**config.mk**
```make
export PLATFORM = sky130hd
export DESIGN_NAME = rivm_vector_map
export DESIGN_NICKNAME = d
export VERILOG_FILES = /design/src/rivm_pkg.sv /design/src/rivm_vector_map.sv /design/src/rivm_prio_enc.sv
export VERILOG_INCLUDE_DIRS = /design/src
export SDC_FILE = /design/constraint.sdc
export NUM_CORES = 1
export LEC_CHECK = 0
export BUFFER_PORTS_ARGS = -buffer_cell sky130_fd_sc_hd__clkbuf_2
export CORE_AREA = 2 2 68 70
export CTS_BUF_LIST = sky130_fd_sc_hd__clkbuf_4 sky130_fd_sc_hd__clkbuf_8 sky130_fd_sc_hd__clkbuf_16
export CTS_CLUSTER_SIZE = 12
export DETAILED_ROUTE_END_ITERATION = 16
export DIE_AREA = 0 0 70 72
export GPL_TIMING_DRIVEN = 0
export HOLD_SLACK_MARGIN = 0.03
export PLACE_DENSITY = 0.82
export SLEW_MARGIN = 15
export SYNTH_ARGS = -nofsm -noshare
export SYNTH_HDL_FRONTEND = slang
export SYNTH_SLANG_ARGS = --single-unit
```
**constraint.sdc**
```tcl
create_clock -name i_clk -period 2.8 [get_ports i_clk]
set_input_delay 0.56 -clock i_clk [delete_from_list [all_inputs] [get_ports i_clk]]
set_output_delay 0.56 -clock i_clk [all_outputs]
set_load 0.03 [all_outputs]
```
**src/rivm_regs.svh**
```systemverilog
// constants for the reset and interrupt vector map
`ifndef RIVM_REGS_SVH
`define RIVM_REGS_SVH

// ----------------------------------------
// address layout
// ----------------------------------------
`define RIVM_ADDR_W          12
`define RIVM_NUM_SRC         25
`define RIVM_APP_RESET_ADDR  12'h000
`define RIVM_VEC_BASE_OFS    12'h001
`define RIVM_BOOT_ADDR_DEF   12'hC00
`define RIVM_SRC_IDX_W       5

`endif

```
**src/rivm_pkg.sv**
```systemverilog
// types for the reset and interrupt vector map
package rivm_pkg;

   // ----------------------------------------
   // sequencer state and vector answer
   // ----------------------------------------
   typedef enum logic [1:0]
   {
      RIVM_ST_RESET = 2'b00,
      RIVM_ST_IDLE  = 2'b01,
      RIVM_ST_ACK   = 2'b10
   } rivm_state_type;

   typedef struct packed
   {
      logic        valid;
      logic        is_reset;
      logic [11:0] addr;
      logic [4:0]  src;
   } rivm_vec_type;

endpackage : rivm_pkg

```
**src/rivm_vector_map.sv**
```systemverilog
// reset and interrupt vector address generator
//
// Functional notes
// - every reset cause uses vector 1, at address 0x000 when fuse unprogrammed
// - external requests 0 and 1 at offsets 0x001 and 0x002
// - pin change groups 0..2 at offsets 0x003 to 0x005
// - watchdog at 0x006; timer 2 compare A, B, overflow at 0x007..0x009
// - timer 1 capture, compare A, B, overflow at 0x00A..0x00D
// - timer 0 compare A, B, overflow at 0x00E..0x010
// - SPI complete 0x011; USART receive, empty, transmit 0x012..0x014
// - ADC, EEPROM, comparator, two-wire, store ready at 0x015..0x019
// - programmed boot fuse moves reset address to boot loader address
// - vector select bit adds boot section start to every interrupt vector offset
// - reset address from fuse only; vector base from select bit only
// - one word per vector, consecutive numbers at consecutive words
`timescale 1ns/1ps

`include "rivm_regs.svh"

module rivm_vector_map
#(
   parameter int                          NUM_SRC   = `RIVM_NUM_SRC,
   parameter logic [`RIVM_ADDR_W-1:0]     BOOT_ADDR = `RIVM_BOOT_ADDR_DEF
)
(
   input  wire logic                      i_clk,
   input  wire logic                      i_sys_rst,
   input  wire logic                      i_boot_reset_fuse_n,
   input  wire logic                      i_vector_select_bit,
   input  wire logic                      i_global_enable,
   input  wire logic [NUM_SRC-1:0]        i_irq_pending,
   input  wire logic [NUM_SRC-1:0]        i_irq_enable,
   input  wire logic                      i_fetch_ready,
   output rivm_pkg::rivm_vec_type         o_vector,
   output logic [NUM_SRC-1:0]             o_irq_ack
);

   // ----------------------------------------
   // declarations
   // ----------------------------------------
   rivm_pkg::rivm_state_type              state;
   rivm_pkg::rivm_state_type              next_state;
   logic                                  any_req;
   logic [`RIVM_SRC_IDX_W-1:0]            win_idx;
   logic [`RIVM_ADDR_W-1:0]               reset_addr;
   logic [`RIVM_ADDR_W-1:0]               vec_base;
   logic [`RIVM_ADDR_W-1:0]               vec_addr;
   logic [NUM_SRC-1:0]                    masked;

   // ----------------------------------------
   // address selection
   // ----------------------------------------
   // fuse low means programmed
   assign reset_addr = i_boot_reset_fuse_n ? `RIVM_APP_RESET_ADDR : BOOT_ADDR;
   // select bit alone chooses the table base
   assign vec_base = i_vector_select_bit ? BOOT_ADDR + `RIVM_VEC_BASE_OFS
                                         : `RIVM_VEC_BASE_OFS;
   // table index k sits one word past k-1; source order fixes every offset
   assign vec_addr = vec_base + `RIVM_ADDR_W'(win_idx);

   assign masked = i_global_enable ? (i_irq_pending & i_irq_enable) : '0;

   rivm_prio_enc
   #(
      .N (NUM_SRC),
      .W (`RIVM_SRC_IDX_W)
   )
   u_prio
   (
      .i_req (masked),
      .o_any (any_req),
      .o_idx (win_idx)
   );

   // ----------------------------------------
   // sequencing
   // ----------------------------------------
   always_comb
   begin
      next_state = state;
      case (state)
         // reset vector counts as a dispatch, so a gap cycle follows it
         rivm_pkg::RIVM_ST_RESET:
            if (i_fetch_ready)
               next_state = rivm_pkg::RIVM_ST_ACK;
         rivm_pkg::RIVM_ST_IDLE:
            if (any_req && i_fetch_ready)
               next_state = rivm_pkg::RIVM_ST_ACK;
         rivm_pkg::RIVM_ST_ACK:
            next_state = rivm_pkg::RIVM_ST_IDLE;
         default:
            next_state = rivm_pkg::RIVM_ST_RESET;
      endcase
   end

   always_ff @(posedge i_clk)
   begin
      if (i_sys_rst)
         state <= rivm_pkg::RIVM_ST_RESET;
      else
         state <= next_state;
   end

   // ----------------------------------------
   // vector output
   // ----------------------------------------
   always_ff @(posedge i_clk)
   begin
      if (i_sys_rst)
         o_vector <= '0;
      else if (state == rivm_pkg::RIVM_ST_RESET && i_fetch_ready)
      begin
         o_vector.valid    <= 1'b1;
         o_vector.is_reset <= 1'b1;
         o_vector.addr     <= reset_addr;
         o_vector.src      <= '0;
      end
      else if (state == rivm_pkg::RIVM_ST_IDLE && any_req && i_fetch_ready)
      begin
         o_vector.valid    <= 1'b1;
         o_vector.is_reset <= 1'b0;
         o_vector.addr     <= vec_addr;
         o_vector.src      <= win_idx;
      end
      else
         o_vector <= '0;
   end

   // ----------------------------------------
   // acknowledge to the winning source
   // ----------------------------------------
   always_ff @(posedge i_clk)
   begin
      if (i_sys_rst)
         o_irq_ack <= '0;
      else if (state == rivm_pkg::RIVM_ST_IDLE && any_req && i_fetch_ready)
         o_irq_ack <= NUM_SRC'(1) << win_idx;
      else
         o_irq_ack <= '0;
   end

endmodule : rivm_vector_map

```
**src/rivm_prio_enc.sv**
```systemverilog
// lowest-index-first priority encoder
`timescale 1ns/1ps

module rivm_prio_enc
#(
   parameter int N = 25,
   parameter int W = 5
)
(
   input  wire logic [N-1:0] i_req,
   output logic              o_any,
   output logic [W-1:0]      o_idx
);

   // ----------------------------------------
   // scan from the top so the lowest wins
   // ----------------------------------------
   always_comb
   begin
      o_any = 1'b0;
      o_idx = '0;
      for (int k = N - 1; k >= 0; k--)
      begin
         if (i_req[k])
         begin
            o_any = 1'b1;
            o_idx = W'(k);
         end
      end
   end

endmodule : rivm_prio_enc

```
; After elaboration in Yosys (flattened, before gate mapping)
; Index checks and enable logic that the tools add are counted.
; W data, S select, Z words.
[word_totals]
reg_bits = 46
inputBits = 56
out_inout_bits = 44
[classes]
addsub = 1
eq_ne = 4
shifts = 1
muxes = 58
n_bitwise = 2
n_reduce_logical = 8
[ops]
columns = cell, n
row1 = $mux W5, 25
row2 = $mux W19, 2
row3 = $and A25 B25 Y25, 1
row4 = $mux W1, 25
row5 = $mux W25, 1
row6 = $shl A1 B5 Y25 const A, 1
row7 = $mux W12, 2
row8 = $add A12 B5 Y12, 1
row9 = $pmux W2 S3, 1
row10 = $logic_and A1 B1 Y1, 4
row11 = $mux W2, 2
row12 = $ne A2 B2 Y1 const B, 2
row13 = $reduce_or A3 Y1, 1
row14 = $eq A2 B1 Y1 const B, 1
row15 = $eq A2 B2 Y1 const B, 1
row16 = $logic_not A2 Y1, 1
row17 = $reduce_and A2 Y1, 1
row18 = $reduce_or A2 Y1, 1
row19 = $not A1 Y1, 1

; Longest topological paths before layout
[depth]
ltp_word = 31
mapped_depth = 10

; Hierarchy
; From an unflattened synthesis, not the netlist that was laid out.
[hier_totals]
hier_cells = 209
hier_area_um2 = 1853.0
[by_module_without_submodules]
columns = module, n_inst, cells_each, area_each_um2
row1 = rivm_vector_map, 1, 160, 1557.7
row2 = rivm_prio_enc, 1, 49, 295.3

; Worst setup path before layout
; No wires, ideal clock.
[synth_timing]
path_type = input port to flip-flop
startpoint = in i_irq_pending[11]
endpoint = reg o_irq_ack[23]
setup_ns = 0.115
t_arrival_ns = 2.235
required_time_ns = 2.685
path_slack_ns = 0.450
stages = 10
n_path_buf = 0
cell_sequence = a22o_1 > a221oi_1 > o21ai_0 > a22oi_1 > a21oi_1 > o22ai_1 > inv_1 > ha_1 > ha_1 > and2_1
[synth_via]
word_cells_on_any_way = 31
cone_classes = shift: 1 / mux: 25 / bitwise: 2 / reduce/logical: 3
[synth_lines]
columns = element, line
row1 = "start, declared", rivm_vector_map.sv:31  ; input wire logic [NUM_SRC-1:0] i_irq_pending,
row2 = $and A25 B25 Y25, rivm_vector_map.sv:61  ; assign masked = i_global_enable ? (i_irq_pending & i_irq_enable) : '0;
row3 = $mux W25, rivm_vector_map.sv:61
row4 = $mux W5 (12 in a row), rivm_prio_enc.sv:24  ; if (i_req[k])
row5 = via u_prio.o_idx[1], rivm_prio_enc.sv:12  ; output logic [W-1:0] o_idx
row6 = $shl A1 B5 Y25, rivm_vector_map.sv:137  ; o_irq_ack <= NUM_SRC'(1) << win_idx;
row7 = "end signal, assigned", rivm_vector_map.sv:137
row8 = "end, declared", rivm_vector_map.sv:35  ; output logic [NUM_SRC-1:0] o_irq_ack
; The timed path passes the listed nets, and every way through them passes these cells.
; A chain may end at the register's enable or synchronous reset.

; Worst setup path in the final report
; Same ends and word-level chain as after synthesis.

==> impl_metrics.tcl <==
set metrics [dict create \
    ctsHoldBuffers 0 \
    synth_edf_count 0 \
    power.density_nw_per_um2 520 \
    r2r_end "o_irq_ack[10]" \
    syn_to_final_growth_pct 36.8 \
    ant_nets 0 \
    cellLeakagePower_uw 0.00131 \
    start_util 0.428 \
    grt_max_degree 15 \
    min_path_type "input port to register" \
    htreeDepth 2 \
    grt_pass1_wl_um 7140 \
    post_cts_resized 0 \
    n_fill_cell 399 \
    fp.dieArea_um2 5040 \
    detail_route.wl_per_cell_um 12.5 \
    fin_crit_sh 0.888 \
    ys_warn_count 0 \
    required_ns 2.99 \
    drtPass1Iterations 4 \
    finalHoldViolations 0 \
    synth_cell_types 46 \
    cap_viol_max_count 0 \
    status "finished, final reports clean" \
    min-delay-start "i_sys_rst" \
    syn_area_um2 1820 \
    yosysMostFrequentCell "dfxtp_1" \
    drv_slew 0 \
    port_buffers 95 \
    ir_drop_mv 0.402 \
    clock_skew_ns 0.00522 \
    antenna_found_initial 0 \
    multi_input_area_um2 927 \
    slew_headroom 0.402 \
    cts_setup_buffers 0 \
    finalSetupViolCount 0 \
    vias_per_cell 4.97 \
    vias 1741 \
    final-seq-area_um2 821 \
    fp.coreArea_um2 4260 \
    die_h_um 72 \
    drt-total-wl_um 4370 \
    grt_pass1_vias 1660 \
    dp_hpwl_um 3520 \
    ys_seq_area_frac 0.450 \
    antenna_cells 0 \
    cts_sinks 41 \
    rows 24 \
    crit_path_max_fanout 4 \
    path_clk_slew_ns 0.08 \
    drive_above_1_share 0.433 \
    clk_latency_ns 0.29 \
    worstPathArrival_ns 2.67 \
    synth_ff_type "dfxtp_1" \
    drc_errors 0 \
    synth_top_area_frac 0.450 \
    reg2reg_from "state[1]" \
    place.gp.congestion 0.767 \
    max_freq_ghz 0.402 \
    dr.first_iter.drc_count 74 \
    cts_tree "done" \
    syn_avg_cell_area_um2 9.54 \
    ios 100 \
    async_reset_ff_frac 0 \
    rsz0062_at_grt "no" \
    r2r_setup_slack_ns 0.79 \
    netlist_top_cells_count "dfxtp_1 (41), nand2_1 (23), and3_1 (17)" \
    hold_depth 2 \
    fin_nets 359 \
    yosys-top-cells-area "dfxtp_1 (45%), and3_1 (5.8%), nand2_1 (4.7%)" \
    worst-slew-pin-transition_ns 0.895 \
    synth.largest_area_cell "dfxtp_1" \
    holdPathEnd "state[0]" \
    ys_seq_elements 41 \
    die_w_um 70 \
    reg2reg_depth 4 \
    worstSetupStartpointType "input port" \
    fin_crit_ns 2.49 \
    synth_cells 191 \
    critical_path_class "input port to register" \
    finish.utilization 0.585 \
    tns_ns 0 \
    cts_root_buf "clkbuf_8" \
    grt_usage 0.176 \
    cts_buffers 5 \
    grt_overflow 0 \
    clockBufferDepth 2 \
    endpoint_kind "register" \
]
[logic make-up (layout without fill, tap and decap cells)]
group,after synthesis,after routing,share of synthesized area
flops,41,41,0.450
other cells,1,5,0.00206
buf+inv,15,118,0.0494
mux,1,1,0.00549
simple gates,81,81,0.238
compound gates,46,46,0.213
fa+ha+maj,6,6,0.0412
[flip-flops by register name, indices dropped and copies added, names as in the netlist]
name and cells:
o_irq_ack 25, o_vector 14, state 2
[how the worst max path moves through the flow]
stage,startpoint,to,slack (ns)
2_1_floorplan,i_irq_pending[11],o_irq_ack[23],0.45
3_3_place_gp,i_irq_pending[11],o_irq_ack[11],0.04
3_5_place_dp,i_irq_pending[11],o_irq_ack[23],0.006
4_1_cts,i_irq_pending[11],o_irq_ack[23],0.31
5_1_grt,i_irq_pending[11],o_vector[7],0.14
6_report,i_irq_pending[11],o_irq_ack[23],0.31
[where the power goes]
group          leakage [uW]  internal (uW)  switching, uW
Clock             0.0000543            267            208
Sequential         0.000332            590           3.71
Combinational      0.000928           94.7            133
Total               0.00131            952            345
[cell type report]
| cell class | instances | area share |
|---|---|---|
| flip-flops and latches | 41 | 0.329 |
| clock inverters | 3 | 0.0186 |
| well taps | 52 | 0.0261 |
| inverters | 7 | 0.0105 |
| repair buffers | 95 | 0.191 |
| clock buffers | 5 | 0.0276 |
| plain buffers | 8 | 0.0256 |
| multi-input cells | 139 | 0.372 |
[routing by layer]
metal	track usage	up-vias	wire length, um
met3	0.0458	2	241
met2	0.303	52	2200
met4	0.0705	0	11
li1	-	896	-
met5	0	-	0
met1	0.213	791	1920
[worst max-delay path: stages]
cell,delay [ns]
clkbuf_2,0.09
a22o_1,0.29
a221oi_1,0.24
o21ai_0,0.15
a22oi_1,0.22
a21oi_1,0.10
o22ai_1,0.30
inv_1,0.12
ha_1,0.25
ha_1,0.21
and2_1,0.14
[placed cells by master (no fill, tap or decap), types with 3 or more instances in the layout]
cell,instances
a21oi_1,9
a22o_1,4
a22oi_1,9
a32o_1,3
and2_1,6
and3_1,17
buf_4,7
clkbuf_2,95
clkbuf_8,5
conb_1,5
dfxtp_1,41
ha_1,6
inv_1,5
nand2_1,23
nand3_1,5
nor2_1,14
[stage by stage]
| stage | hold WS [ns] | power [uW] | cell area, um2 | instances | setup WS, ns |
|---|---|---|---|---|---|
| floorplan | 0.485 | 752 | 1840 | 195 | 0.450 |
| global placement | 0.492 | 828 | 2380 | 342 | 0.0373 |
| detailed placement | 0.537 | 834 | 2380 | 342 | 0.00650 |
| CTS | 0.422 | 1310 | 2490 | 350 | 0.314 |
| global route | 0.421 | 1360 | 2490 | 350 | 0.141 |
| finish | 0.434 | 1300 | 2490 | 350 | 0.315 |
No activity file was read; power rests on OpenSTA's default activity.
